`src/design/port2_phy_pkg.sv`:
```
package port2_phy_pkg;

   // ---------------------------------------------------------------
   // register map
   // ---------------------------------------------------------------
   localparam int ADDR_W = 8;
   localparam logic [ADDR_W-1:0] PORT2_PHY_CONTROL_OFS = 8'h96;
   localparam logic [ADDR_W-1:0] PORT2_PHY_STATUS_OFS = 8'h98;
   localparam logic [15:0] PORT2_PHY_CONTROL_RST = 16'h00FF;
   localparam logic STS_ALGO_RST = 1'b1;
   localparam logic [4:0] PARTNER_RST = 5'h00;
   localparam logic [15:0] RDATA_NONE = 16'h0000;

   // ---------------------------------------------------------------
   // control register fields
   // ---------------------------------------------------------------
   localparam int CTL_RSVD15 = 15;
   localparam int CTL_TX_DIS = 14;
   localparam int CTL_AN_RESTART = 13;
   localparam int CTL_RSVD12 = 12;
   localparam int CTL_POWER_DOWN = 11;
   localparam int CTL_MDIX_DIS = 10;
   localparam int CTL_FORCE_MDIX = 9;
   localparam int CTL_FAR_LOOP = 8;
   localparam int CTL_AN_EN = 7;
   localparam int CTL_SPEED = 6;
   localparam int CTL_DUPLEX = 5;
   localparam int CTL_ADV_LSB = 0;
   localparam int ADV_W = 5;

   // ---------------------------------------------------------------
   // status register fields
   // ---------------------------------------------------------------
   localparam int STS_ALGO = 15;
   localparam int STS_POL_REV = 13;
   localparam int STS_TX_FC = 12;
   localparam int STS_RX_FC = 11;
   localparam int STS_SPEED = 10;
   localparam int STS_DUPLEX = 9;
   localparam int STS_MDIX = 7;
   localparam int STS_AN_DONE = 6;
   localparam int STS_LINK = 5;
   localparam int STS_PARTNER_LSB = 0;

   // ---------------------------------------------------------------
   // standard register alias fields
   // ---------------------------------------------------------------
   localparam int BC_FAR_LOOP = 14;
   localparam int BC_SPEED = 13;
   localparam int BC_AN_EN = 12;
   localparam int BC_POWER_DOWN = 11;
   localparam int BC_AN_RESTART = 9;
   localparam int BC_DUPLEX = 8;
   localparam int BC_ALGO = 5;
   localparam int BC_FORCE_MDIX = 4;
   localparam int BC_MDIX_DIS = 3;
   localparam int BC_RSVD = 2;
   localparam int BC_TX_DIS = 1;
   localparam int BS_AN_DONE = 5;
   localparam int BS_LINK = 2;
   localparam int AB_PAUSE = 10;
   localparam int AB_TECH_LSB = 5;
   localparam int SP_POL_REV = 5;
   localparam int SP_MDIX = 4;

endpackage : port2_phy_pkg

```
`src/design/phy_mode_resolve.sv`:
```
`timescale 1ns/1ps
module phy_mode_resolve
   import port2_phy_pkg::*;
(
   // clock and reset
   input wire logic clk_sys,
   input wire logic rst_n,
   input wire logic ce,
   // control fields
   input wire logic an_en,
   input wire logic force_speed100,
   input wire logic force_full,
   input wire logic mdix_dis,
   input wire logic mdix_force_req,
   // negotiation result from the phy
   input wire logic an_done,
   input wire logic an_failed,
   input wire logic an_speed100,
   input wire logic an_full,
   // resolved mode
   output logic speed100_q,
   output logic full_duplex_q,
   output logic auto_mdix_en_q,
   output logic force_mdix_q
);

   // ---------------------------------------------------------------
   // speed and duplex
   // ---------------------------------------------------------------
   always_ff @(posedge clk_sys) begin
      if (!rst_n) begin
         speed100_q <= 1'b0;
         full_duplex_q <= 1'b0;
      end else if (ce) begin
         if (!an_en) begin
            speed100_q <= force_speed100;
            full_duplex_q <= force_full;
         end else if (an_done) begin
            speed100_q <= an_speed100;
            full_duplex_q <= an_full;
         end else if (an_failed) begin
            // parallel detect still gives speed, duplex falls back
            speed100_q <= an_speed100;
            full_duplex_q <= force_full;
         end
      end
   end

   // ---------------------------------------------------------------
   // crossover
   // ---------------------------------------------------------------
   always_ff @(posedge clk_sys) begin
      if (!rst_n) begin
         auto_mdix_en_q <= 1'b1;
         force_mdix_q <= 1'b0;
      end else if (ce) begin
         auto_mdix_en_q <= !mdix_dis;
         force_mdix_q <= mdix_dis && mdix_force_req;
      end
   end
endmodule : phy_mode_resolve

```
`src/design/port2_phy_ctrl_status_regs.sv`:
```
// Behaviour
// - control bit 14 set disables the port transmitter; resets to zero
// - writing one to bit 13 restarts negotiation; bit then clears itself
// - bit 11 powers the phy down; register contents stay untouched
// - bit 10 set disables automatic crossover; zero keeps it enabled
// - bit 9 forces MDI-X only while automatic crossover is disabled
// - bit 8 loops first-port traffic at this phy's PMD/PMA
// - bit 7 enables negotiation, resets one; off means bits 6:5 decide
// - with negotiation off, bit 6 picks 100 (one) or 10 Mbit
// - bit 5 picks duplex when forced or when negotiation fails
// - bits 4:0 advertise pause, 100F, 100H, 10F, 10H; all reset one
// - status bit 15 writable, resets one; selects crossover algorithm
// - status 13 reports reversed polarity; bit 7 resolved crossover
// - status bits 12 and 11 report transmit and receive flow control
// - status 10 reports 100 Mbps, bit 9 reports full duplex
// - status 6 shows negotiation done, bit 5 shows link good
// - status bits 4:0 show partner abilities; reset to zero
`timescale 1ns/1ps
module port2_phy_ctrl_status_regs
   import port2_phy_pkg::*;
(
   // clock, reset, enable
   input wire logic clk_sys,
   input wire logic rst_n,
   input wire logic ce,
   // host register port
   input wire logic [ADDR_W-1:0] reg_addr,
   input wire logic reg_wr,
   input wire logic reg_rd,
   input wire logic [1:0] reg_be,
   input wire logic [15:0] reg_wdata,
   output logic [15:0] reg_rdata,
   output logic reg_rvalid,
   // standard register alias port
   input wire logic basic_ctrl_wr,
   input wire logic [15:0] basic_ctrl_wdata,
   input wire logic advertise_wr,
   input wire logic [15:0] advertise_wdata,
   output logic [15:0] port2_basic_control_alias,
   output logic [15:0] port2_basic_status_alias,
   output logic [15:0] port2_advertise_alias,
   output logic [15:0] port2_partner_ability_alias,
   output logic [15:0] port2_phy_special_alias,
   // live state from the phy
   input wire logic phy_link_up,
   input wire logic phy_an_done,
   input wire logic phy_an_failed,
   input wire logic phy_an_speed100,
   input wire logic phy_an_full,
   input wire logic phy_pol_reversed,
   input wire logic phy_mdix_state,
   input wire logic phy_tx_fc_active,
   input wire logic phy_rx_fc_active,
   input wire logic [ADV_W-1:0] phy_partner_abil,
   // controls to the phy
   output logic phy_tx_disable,
   output logic phy_an_restart,
   output logic phy_power_down,
   output logic phy_far_loopback,
   output logic phy_an_enable,
   output logic [ADV_W-1:0] phy_advertise,
   output logic crossover_algorithm_select,
   output logic phy_auto_mdix_en,
   output logic phy_force_mdix,
   output logic phy_speed100,
   output logic phy_full_duplex
);

   logic [15:0] ctl_q;
   logic [15:0] ctl_d;
   logic algo_q;
   logic algo_d;
   logic restart_q;
   logic [14:0] live_q;
   logic [ADV_W-1:0] partner_q;
   logic speed100;
   logic full_duplex;
   logic [15:0] status_word;
   logic [15:0] rdata_q;
   logic rvalid_q;
   logic host_ctl_wr;
   logic host_sts_wr;

   assign host_ctl_wr = reg_wr && (reg_addr == PORT2_PHY_CONTROL_OFS);
   assign host_sts_wr = reg_wr && (reg_addr == PORT2_PHY_STATUS_OFS);

   // ---------------------------------------------------------------
   // control register next value
   // ---------------------------------------------------------------
   // alias writes first, host last: a same-cycle collision goes to
   // the host. restart clears itself, but any fresh set wins.
   always_comb begin
      ctl_d = ctl_q;
      if (ctl_q[CTL_AN_RESTART]) begin
         ctl_d[CTL_AN_RESTART] = 1'b0;
      end
      if (basic_ctrl_wr) begin
         ctl_d[CTL_FAR_LOOP] = basic_ctrl_wdata[BC_FAR_LOOP];
         ctl_d[CTL_SPEED] = basic_ctrl_wdata[BC_SPEED];
         ctl_d[CTL_AN_EN] = basic_ctrl_wdata[BC_AN_EN];
         ctl_d[CTL_POWER_DOWN] = basic_ctrl_wdata[BC_POWER_DOWN];
         ctl_d[CTL_DUPLEX] = basic_ctrl_wdata[BC_DUPLEX];
         ctl_d[CTL_FORCE_MDIX] = basic_ctrl_wdata[BC_FORCE_MDIX];
         ctl_d[CTL_MDIX_DIS] = basic_ctrl_wdata[BC_MDIX_DIS];
         ctl_d[CTL_RSVD12] = basic_ctrl_wdata[BC_RSVD];
         ctl_d[CTL_TX_DIS] = basic_ctrl_wdata[BC_TX_DIS];
         if (basic_ctrl_wdata[BC_AN_RESTART]) begin
            ctl_d[CTL_AN_RESTART] = 1'b1;
         end
      end
      if (advertise_wr) begin
         ctl_d[CTL_ADV_LSB+ADV_W-1] = advertise_wdata[AB_PAUSE];
         ctl_d[CTL_ADV_LSB +: ADV_W-1] =
            advertise_wdata[AB_TECH_LSB +: ADV_W-1];
      end
      if (host_ctl_wr && reg_be[0]) begin
         ctl_d[7:0] = reg_wdata[7:0];
      end
      if (host_ctl_wr && reg_be[1]) begin
         ctl_d[15:14] = reg_wdata[15:14];
         ctl_d[12:8] = reg_wdata[12:8];
         if (reg_wdata[CTL_AN_RESTART]) begin
            ctl_d[CTL_AN_RESTART] = 1'b1;
         end
      end
   end

   always_comb begin
      algo_d = algo_q;
      if (basic_ctrl_wr) begin
         algo_d = basic_ctrl_wdata[BC_ALGO];
      end
      if (host_sts_wr && reg_be[1]) begin
         algo_d = reg_wdata[STS_ALGO];
      end
   end

   // ---------------------------------------------------------------
   // control state
   // ---------------------------------------------------------------
   // power down only gates the phy; the register file keeps running
   always_ff @(posedge clk_sys) begin
      if (!rst_n) begin
         ctl_q <= PORT2_PHY_CONTROL_RST;
         algo_q <= STS_ALGO_RST;
      end else if (ce) begin
         ctl_q <= ctl_d;
         algo_q <= algo_d;
      end
   end

   always_ff @(posedge clk_sys) begin
      if (!rst_n) begin
         restart_q <= 1'b0;
      end else if (ce) begin
         restart_q <= ctl_q[CTL_AN_RESTART];
      end
   end

   // ---------------------------------------------------------------
   // live status capture
   // ---------------------------------------------------------------
   always_ff @(posedge clk_sys) begin
      if (!rst_n) begin
         live_q <= '0;
         partner_q <= PARTNER_RST;
      end else if (ce) begin
         live_q <= '0;
         live_q[STS_POL_REV] <= phy_pol_reversed;
         live_q[STS_TX_FC] <= phy_tx_fc_active;
         live_q[STS_RX_FC] <= phy_rx_fc_active;
         live_q[STS_MDIX] <= phy_mdix_state;
         live_q[STS_AN_DONE] <= phy_an_done;
         live_q[STS_LINK] <= phy_link_up;
         partner_q <= phy_partner_abil;
      end
   end

   phy_mode_resolve u_resolve (
      .clk_sys(clk_sys),
      .rst_n(rst_n),
      .ce(ce),
      .an_en(ctl_q[CTL_AN_EN]),
      .force_speed100(ctl_q[CTL_SPEED]),
      .force_full(ctl_q[CTL_DUPLEX]),
      .mdix_dis(ctl_q[CTL_MDIX_DIS]),
      .mdix_force_req(ctl_q[CTL_FORCE_MDIX]),
      .an_done(phy_an_done),
      .an_failed(phy_an_failed),
      .an_speed100(phy_an_speed100),
      .an_full(phy_an_full),
      .speed100_q(speed100),
      .full_duplex_q(full_duplex),
      .auto_mdix_en_q(phy_auto_mdix_en),
      .force_mdix_q(phy_force_mdix)
   );

   always_comb begin
      status_word = {1'b0, live_q};
      status_word[STS_ALGO] = algo_q;
      status_word[STS_SPEED] = speed100;
      status_word[STS_DUPLEX] = full_duplex;
      status_word[STS_PARTNER_LSB +: ADV_W] = partner_q;
   end

   // ---------------------------------------------------------------
   // host read port
   // ---------------------------------------------------------------
   // unmapped reads answer zero so software sees a clean word
   always_ff @(posedge clk_sys) begin
      if (!rst_n) begin
         rdata_q <= RDATA_NONE;
         rvalid_q <= 1'b0;
      end else if (ce) begin
         rvalid_q <= reg_rd;
         if (reg_rd && reg_addr == PORT2_PHY_CONTROL_OFS) begin
            rdata_q <= ctl_q;
         end else if (reg_rd && reg_addr == PORT2_PHY_STATUS_OFS) begin
            rdata_q <= status_word;
         end else if (reg_rd) begin
            rdata_q <= RDATA_NONE;
         end
      end
   end

   // ---------------------------------------------------------------
   // standard register aliases
   // ---------------------------------------------------------------
   always_ff @(posedge clk_sys) begin
      if (!rst_n) begin
         port2_basic_control_alias <= '0;
         port2_basic_status_alias <= '0;
         port2_advertise_alias <= '0;
         port2_partner_ability_alias <= '0;
         port2_phy_special_alias <= '0;
      end else if (ce) begin
         port2_basic_control_alias <= '0;
         port2_basic_status_alias <= '0;
         port2_advertise_alias <= '0;
         port2_partner_ability_alias <= '0;
         port2_phy_special_alias <= '0;
         port2_basic_control_alias[BC_FAR_LOOP] <= ctl_d[CTL_FAR_LOOP];
         port2_basic_control_alias[BC_SPEED] <= ctl_d[CTL_SPEED];
         port2_basic_control_alias[BC_AN_EN] <= ctl_d[CTL_AN_EN];
         port2_basic_control_alias[BC_POWER_DOWN] <=
            ctl_d[CTL_POWER_DOWN];
         port2_basic_control_alias[BC_AN_RESTART] <=
            ctl_d[CTL_AN_RESTART];
         port2_basic_control_alias[BC_DUPLEX] <= ctl_d[CTL_DUPLEX];
         port2_basic_control_alias[BC_ALGO] <= algo_d;
         port2_basic_control_alias[BC_FORCE_MDIX] <=
            ctl_d[CTL_FORCE_MDIX];
         port2_basic_control_alias[BC_MDIX_DIS] <= ctl_d[CTL_MDIX_DIS];
         port2_basic_control_alias[BC_RSVD] <= ctl_d[CTL_RSVD12];
         port2_basic_control_alias[BC_TX_DIS] <= ctl_d[CTL_TX_DIS];
         port2_basic_status_alias[BS_AN_DONE] <= phy_an_done;
         port2_basic_status_alias[BS_LINK] <= phy_link_up;
         port2_advertise_alias[AB_PAUSE] <= ctl_d[CTL_ADV_LSB+ADV_W-1];
         port2_advertise_alias[AB_TECH_LSB +: ADV_W-1] <=
            ctl_d[CTL_ADV_LSB +: ADV_W-1];
         port2_partner_ability_alias[AB_PAUSE] <=
            phy_partner_abil[ADV_W-1];
         port2_partner_ability_alias[AB_TECH_LSB +: ADV_W-1] <=
            phy_partner_abil[ADV_W-2:0];
         port2_phy_special_alias[SP_POL_REV] <= phy_pol_reversed;
         port2_phy_special_alias[SP_MDIX] <= phy_mdix_state;
      end
   end

   // ---------------------------------------------------------------
   // outputs
   // ---------------------------------------------------------------
   assign reg_rdata = rdata_q;
   assign reg_rvalid = rvalid_q;
   assign phy_tx_disable = ctl_q[CTL_TX_DIS];
   assign phy_an_restart = restart_q;
   assign phy_power_down = ctl_q[CTL_POWER_DOWN];
   assign phy_far_loopback = ctl_q[CTL_FAR_LOOP];
   assign phy_an_enable = ctl_q[CTL_AN_EN];
   assign phy_advertise = ctl_q[CTL_ADV_LSB +: ADV_W];
   assign crossover_algorithm_select = algo_q;
   assign phy_speed100 = speed100;
   assign phy_full_duplex = full_duplex;
endmodule : port2_phy_ctrl_status_regs

```
`config.mk`:
```
export PLATFORM = sky130hd
export DESIGN_NAME = port2_phy_ctrl_status_regs
export DESIGN_NICKNAME = d
export VERILOG_FILES = /design/src/design/port2_phy_pkg.sv /design/src/design/phy_mode_resolve.sv /design/src/design/port2_phy_ctrl_status_regs.sv
export SDC_FILE = /design/constraint.sdc
export NUM_CORES = 1
export LEC_CHECK = 0
export BUFFER_PORTS_ARGS = -buffer_cell sky130_fd_sc_hd__buf_2
export CAP_MARGIN = 20
export CORE_MARGIN = 8
export CORE_UTILIZATION = 47
export CTS_CLUSTER_DIAMETER = 80
export DETAILED_ROUTE_END_ITERATION = 8
export PLACE_DENSITY = 0.86
export SETUP_SLACK_MARGIN = 0.02
export SLEW_MARGIN = 10
export SYNTH_ARGS = -nofsm -noshare
export SYNTH_HDL_FRONTEND = slang
export SYNTH_SLANG_ARGS = --single-unit
```
`constraint.sdc`:
```
create_clock -name clk_sys -period 4.3 [get_ports clk_sys]
set_clock_uncertainty 0.2 [all_clocks]
set_input_delay 0.215 -clock clk_sys [delete_from_list [all_inputs] [get_ports clk_sys]]
set_output_delay 0.215 -clock clk_sys [all_outputs]
set_load 0.01 [all_outputs]
```
======== After elaboration in Yosys (flattened, before gate mapping) ========
Index checks and enable logic that the tools add are counted.
W data, S select, Z words.
operators by class
  magnitude comparators ................... 0
  multiply operators ...................... 0
  reductions and logical operators ........ 13
  shift-type cells ........................ 0
  divide/modulo/power cells ............... 0
  bitwise gates (word level) .............. 0
  $add $sub $neg .......................... 0
  muxes and demuxes ....................... 17
  equality and inequality tests ........... 3
operator list
  cell                  count
  $mux W16              3
  $eq A8 B8 Y1 const B  2
  $mux W1               10
  $mux W10              1
  $logic_and A1 B1 Y1   8
  $mux W8               1
  $mux W7               1
  $reduce_and A2 Y1     3
  $mux W5               1
  $ne A3 B3 Y1 const B  1
  $reduce_bool A3 Y1    1
  $logic_not A1 Y1      1
storage, ports and cells
  register bits ........................... 70
  memory bits (writable) .................. 0
  output and inout port bits .............. 112
  memories ................................ 0
  bits in read-only memories .............. 0
  input port bits ......................... 79
  bits in latches ......................... 0

======== Depth between registers and ports, before layout ========
  depth in word-level cells ............... 4
  depth in mapped cells ................... 5
  depth with buffers taken out ............ 4

======== Modules after synthesis ========
From an unflattened synthesis, not the netlist that was laid out.
unflattened totals
  cell total of the unflattened synthesis .. 370
  area total of the unflattened synthesis .. 3266.9 µm²
modules (own cells, without submodules)
  module                      area each (µm²)  instances  cells each
  port2_phy_ctrl_status_regs  3091.7           1          351
  phy_mode_resolve            175.2            1          19

======== Worst setup path before layout ========
OpenSTA, ideal clock, no wires.
  kind .................................... input -> register
  from .................................... input reg_addr[3]
  to ...................................... register port2_advertise_alias[10]
  data arrival time ....................... 1.647 ns
  library setup time ...................... 0.076 ns
  stages .................................. 4
  setup slack ............................. 2.378 ns
  path buffers ............................ 0
  required time ........................... 4.024 ns
  path through ............................ or4b_4 nor3_4 mux2_2 a21boi_0
between the ends
  cells in the longest elaborated chain, start to end .. 4
ends and longest elaborated chain
  item                             line                               RTL
  from (decl)                      port2_phy_ctrl_status_regs.sv:27   input wire logic [ADDR_W-1:0] reg_addr,
  $eq A8 B8 Y1                     port2_phy_ctrl_status_regs.sv:84   assign host_ctl_wr = reg_wr && (reg_addr == PORT2_PHY_CONTROL_OFS);
  $logic_and A1 B1 Y1              port2_phy_ctrl_status_regs.sv:84
  $logic_and A1 B1 Y1              port2_phy_ctrl_status_regs.sv:116  if (host_ctl_wr && reg_be[0]) begin
  $mux W8                          port2_phy_ctrl_status_regs.sv:116
  to (signal, indexed assignment)  port2_phy_ctrl_status_regs.sv:258  port2_advertise_alias[AB_PAUSE] <= ctl_d[CTL_ADV_LSB+ADV_W-1];
  to (signal, indexed assignment)  port2_phy_ctrl_status_regs.sv:259  port2_advertise_alias[AB_TECH_LSB +: ADV_W-1] <=
  to (decl)                        port2_phy_ctrl_status_regs.sv:41   output logic [15:0] port2_advertise_alias,
No other way between the ends.
A chain may end at the register's enable or synchronous reset.

======== Final worst setup path ========
  from .................................... input ce
  to ...................................... register rdata_q[2], in the netlist reg_rdata[2]
between the ends
  cells in the longest elaborated chain, start to end .. 1
ends and longest elaborated chain
  item                                line                               RTL
  from (decl)                         port2_phy_ctrl_status_regs.sv:25   input wire logic ce,
  $reduce_and A2 Y1 (no source line)  --
  to (signal assigned)                port2_phy_ctrl_status_regs.sv:217  rdata_q <= ctl_q;
  to (signal assigned)                port2_phy_ctrl_status_regs.sv:219  rdata_q <= status_word;
  to (decl)                           port2_phy_ctrl_status_regs.sv:79   logic [15:0] rdata_q;
No other way between the ends.

==> out/qor.yml <==
sta:
  maxSlewViolCount: 0
  finalSetupViolCount: 0
  slew_headroom_pct: 28.0
  min_period_ps: 2320
  worst_slack_ps: 1980
  worstMarginPinSlew_ps: 1080
  rsz0062_at_grt: "no"
  fin_setup_tns_ps: 0
  min_period_over_period_pct: 54.0
  timing.hold.ws_ps: 16.3
  fmax_mhz: 431
  finalHoldViolCount: 0
yosys:
  synth_edf_count: 0
  synth_xor_area_share_pct: 0
  synthAdderAreaFrac_pct: 0
  synth_compound_area_share_pct: 14.8
  synth-simple-area-share_pct: 19.6
  synth_top_area_cell: "dfxtp_1"
  synthMuxAreaShare_pct: 9.76
  synth.area.top_cells: "dfxtp_1, buf_4, nand2b_1, mux2i_1, mux2_2"
  ys.flop_type: "dfxtp_1"
  syn_avg_cell_area_um2: 9.10
  synth_area_um2: 3230
  ys_seq_area_share_pct: 36.6
  ys_ff_latch: 59
  yosysMostFrequentCell: "buf_4"
  ys_warn_count: 0
  synthTopCellsByCount: "buf_4, dfxtp_1, nand2b_1, mux2i_1, nor2b_1"
  synth_cell_types: 40
  async_reset_ff_share_pct: 0
  synth_top_family_by_area: "simple AND/OR/NAND/NOR gates"
  synth_top_cell_area_share_pct: 36.6
  syn_inst: 355
clock_network:
  numCtsBuffers: 9
  postCtsSetupBuffers: 0
  cts_tree: "done"
  htree_levels: 3
  cts_sinks: 59
  clk_latency_ps: 330
  cts_root_buf: "clkbuf_8"
  clockBufferDepth: 2
  clkTransAtPathRegs_ps: 60
place:
  pre_cts_ws_ps: 1660
  dp.cells: 519
  port_buffers: 119
  dp_hpwl_um: 6610
  place.gp.congestion: 0.752
layout:
  antennaDiodeCount: 0
  syn_to_final_growth_pct: 20.2
  drive_above_1_share_pct: 32.1
  final-instance-count-excl-fill: 553
  nets: 548
routing:
  num_vias: 2734
  first_pass_iters: 4
  drt-wirelength-per-cell_um: 16.2
  drc: 0
  drt_first_iter_violations: 85
  routed_via_density: 4.94
  wirelength_um: 8950
  drtAntennaViolNets: 0
global_route:
  antenna_found_initial: 0
  grt_pass1_wl_um: 14000
  grt.total_usage_pct: 17.8
  grt_max_degree: 60
  grt_pass1_vias: 2756
  gr-total-overflow: 0
setup_path:
  arrival_ps: 2330
  worstSetupEndpointType: "flop"
  reg2reg_from: "ctl_q[7]"
  reg2reg_to: "u_resolve.speed100_q"
  crit_fanout: 59
  required_ps: 4300
  endpoint: "reg_rdata[2]"
  r2r_setup_slack_ps: 2720
  cp-startpoint: "ce"
  r2r_cells: 4
  critical_path_class: "in -> reg"
  crit_path_start_kind: "input pin"
power:
  clockPowerShare_pct: 34.0
  switching_power_mw: 0.354
  swShare_pct: 28.2
  p_seq_share_pct: 48.2
  power.density_nw_per_um2: 323
  internal_power_mw: 0.901
  peakVddDrop_mv: 0.149
  power_frac_comb_pct: 17.8
  power_leakage_nw: 1.91
floorplan:
  rows: 30
  io_pins: 191
  die-area_um2: 9780
  core-area_um2: 6720
  die_w_um: 98.9
  die_h_um: 98.9
  start_util_pct: 48.1
run_status:
  outcome: "finished clean"
min_path:
  hold_path_class: "in -> reg"
run:
  max_cap_viol_count: 0
## logic make-up after synthesis
| kind of cell | after synthesis |
|---|---|
| flip-flops | 59 |
| buffers and inverters | 92 |
| AO/OA/AOI/OAI | 65 |
| AND/OR/NAND/NOR | 108 |
| multiplexers | 30 |
| other | 1 |
## repair_timing
action                    in CTS  in global routing
hold buffers                  19                  0
resized for setup              0                  0
hold endpoints to repair      18                  0
## layout make-up
cell class	instances	area (um^2)
clock buffer	12	145
clock inverter	3	15.0
fill	601	2840
inverter	2	7.51
multi-input combinational	258	1640
sequential	59	1180
tap	80	100
timing repair buffer	139	793
## power groups by stage
stage | logic [mW] | clock network, mW | registers, mW
6_report | 0.223 | 0.427 | 0.605
5_1_grt | 0.246 | 0.470 | 0.609
4_1_cts | 0.223 | 0.440 | 0.605
3_5_place_dp | 0.209 | 0 | 0.617
3_3_place_gp | 0.203 | 0 | 0.615
2_1_floorplan | 0.167 | 0 | 0.621
## flip-flops by register name, indices dropped and copies added (netlist names), 2 cells and up
| name | flops |
|---|---|
| ctl_q | 15 |
| port2_partner_ability_alias | 5 |
| port2_phy_special_alias | 2 |
| port2_basic_control_alias | 5 |
| port2_advertise_alias | 5 |
| live_q | 3 |
| reg_rdata | 16 |
## worst max-delay path: stages
cell and delay (ps):
buf_2 780, nand2_1 720, a221oi_1 490, nor2_1 80
## layout by cell type (no fill, tap or decap), types with 3 or more instances in the layout
| cell | instances |
|---|---|
| a21boi_0 | 10 |
| mux2i_1 | 18 |
| dfxtp_1 | 59 |
| nand3b_1 | 4 |
| dlygate4sd3_1 | 19 |
| o21a_1 | 4 |
| o211a_1 | 6 |
| nand3_1 | 9 |
| conb_1 | 55 |
| clkbuf_8 | 10 |
| nor2b_1 | 18 |
| clkinv_2 | 3 |
| mux2_2 | 12 |
| o21ai_0 | 17 |
| buf_2 | 119 |
| nand2_1 | 17 |
| a221oi_1 | 14 |
| nand2b_1 | 31 |
| o211ai_1 | 8 |
| nor2_1 | 15 |
## worst min-delay path by stage
stage	cells past startpoint	end	from	slack, ps
3_5_place_dp	2	reg_rdata[8]	reg_rdata[8]	260
2_1_floorplan	1	ctl_q[10]	basic_ctrl_wdata[3]	170
5_1_grt	3	live_q[6]	phy_an_done	10
4_1_cts	3	live_q[6]	phy_an_done	3
3_3_place_gp	2	reg_rdata[8]	reg_rdata[8]	250
6_report	3	live_q[6]	phy_an_done	20
## layer usage
layer	vias up	track usage, %	part of all wire, %
met4	0	6.26	1.8
met1	1272	19.0	39
met5	-	0	0
li1	1332	-	-
met2	117	30.4	49
met3	13	7.68	9.9
## metrics by stage
step	cell area (um^2)	utilization (%)	total power, mW
after floorplan	3430	-	0.788
after global placement	3530	52.6	0.819
after detailed placement	3530	52.6	0.826
after CTS	3880	57.8	1.27
after global routing	3880	57.8	1.32
final	3880	57.8	1.25
Note: power is estimated with default switching activity, not from simulation.
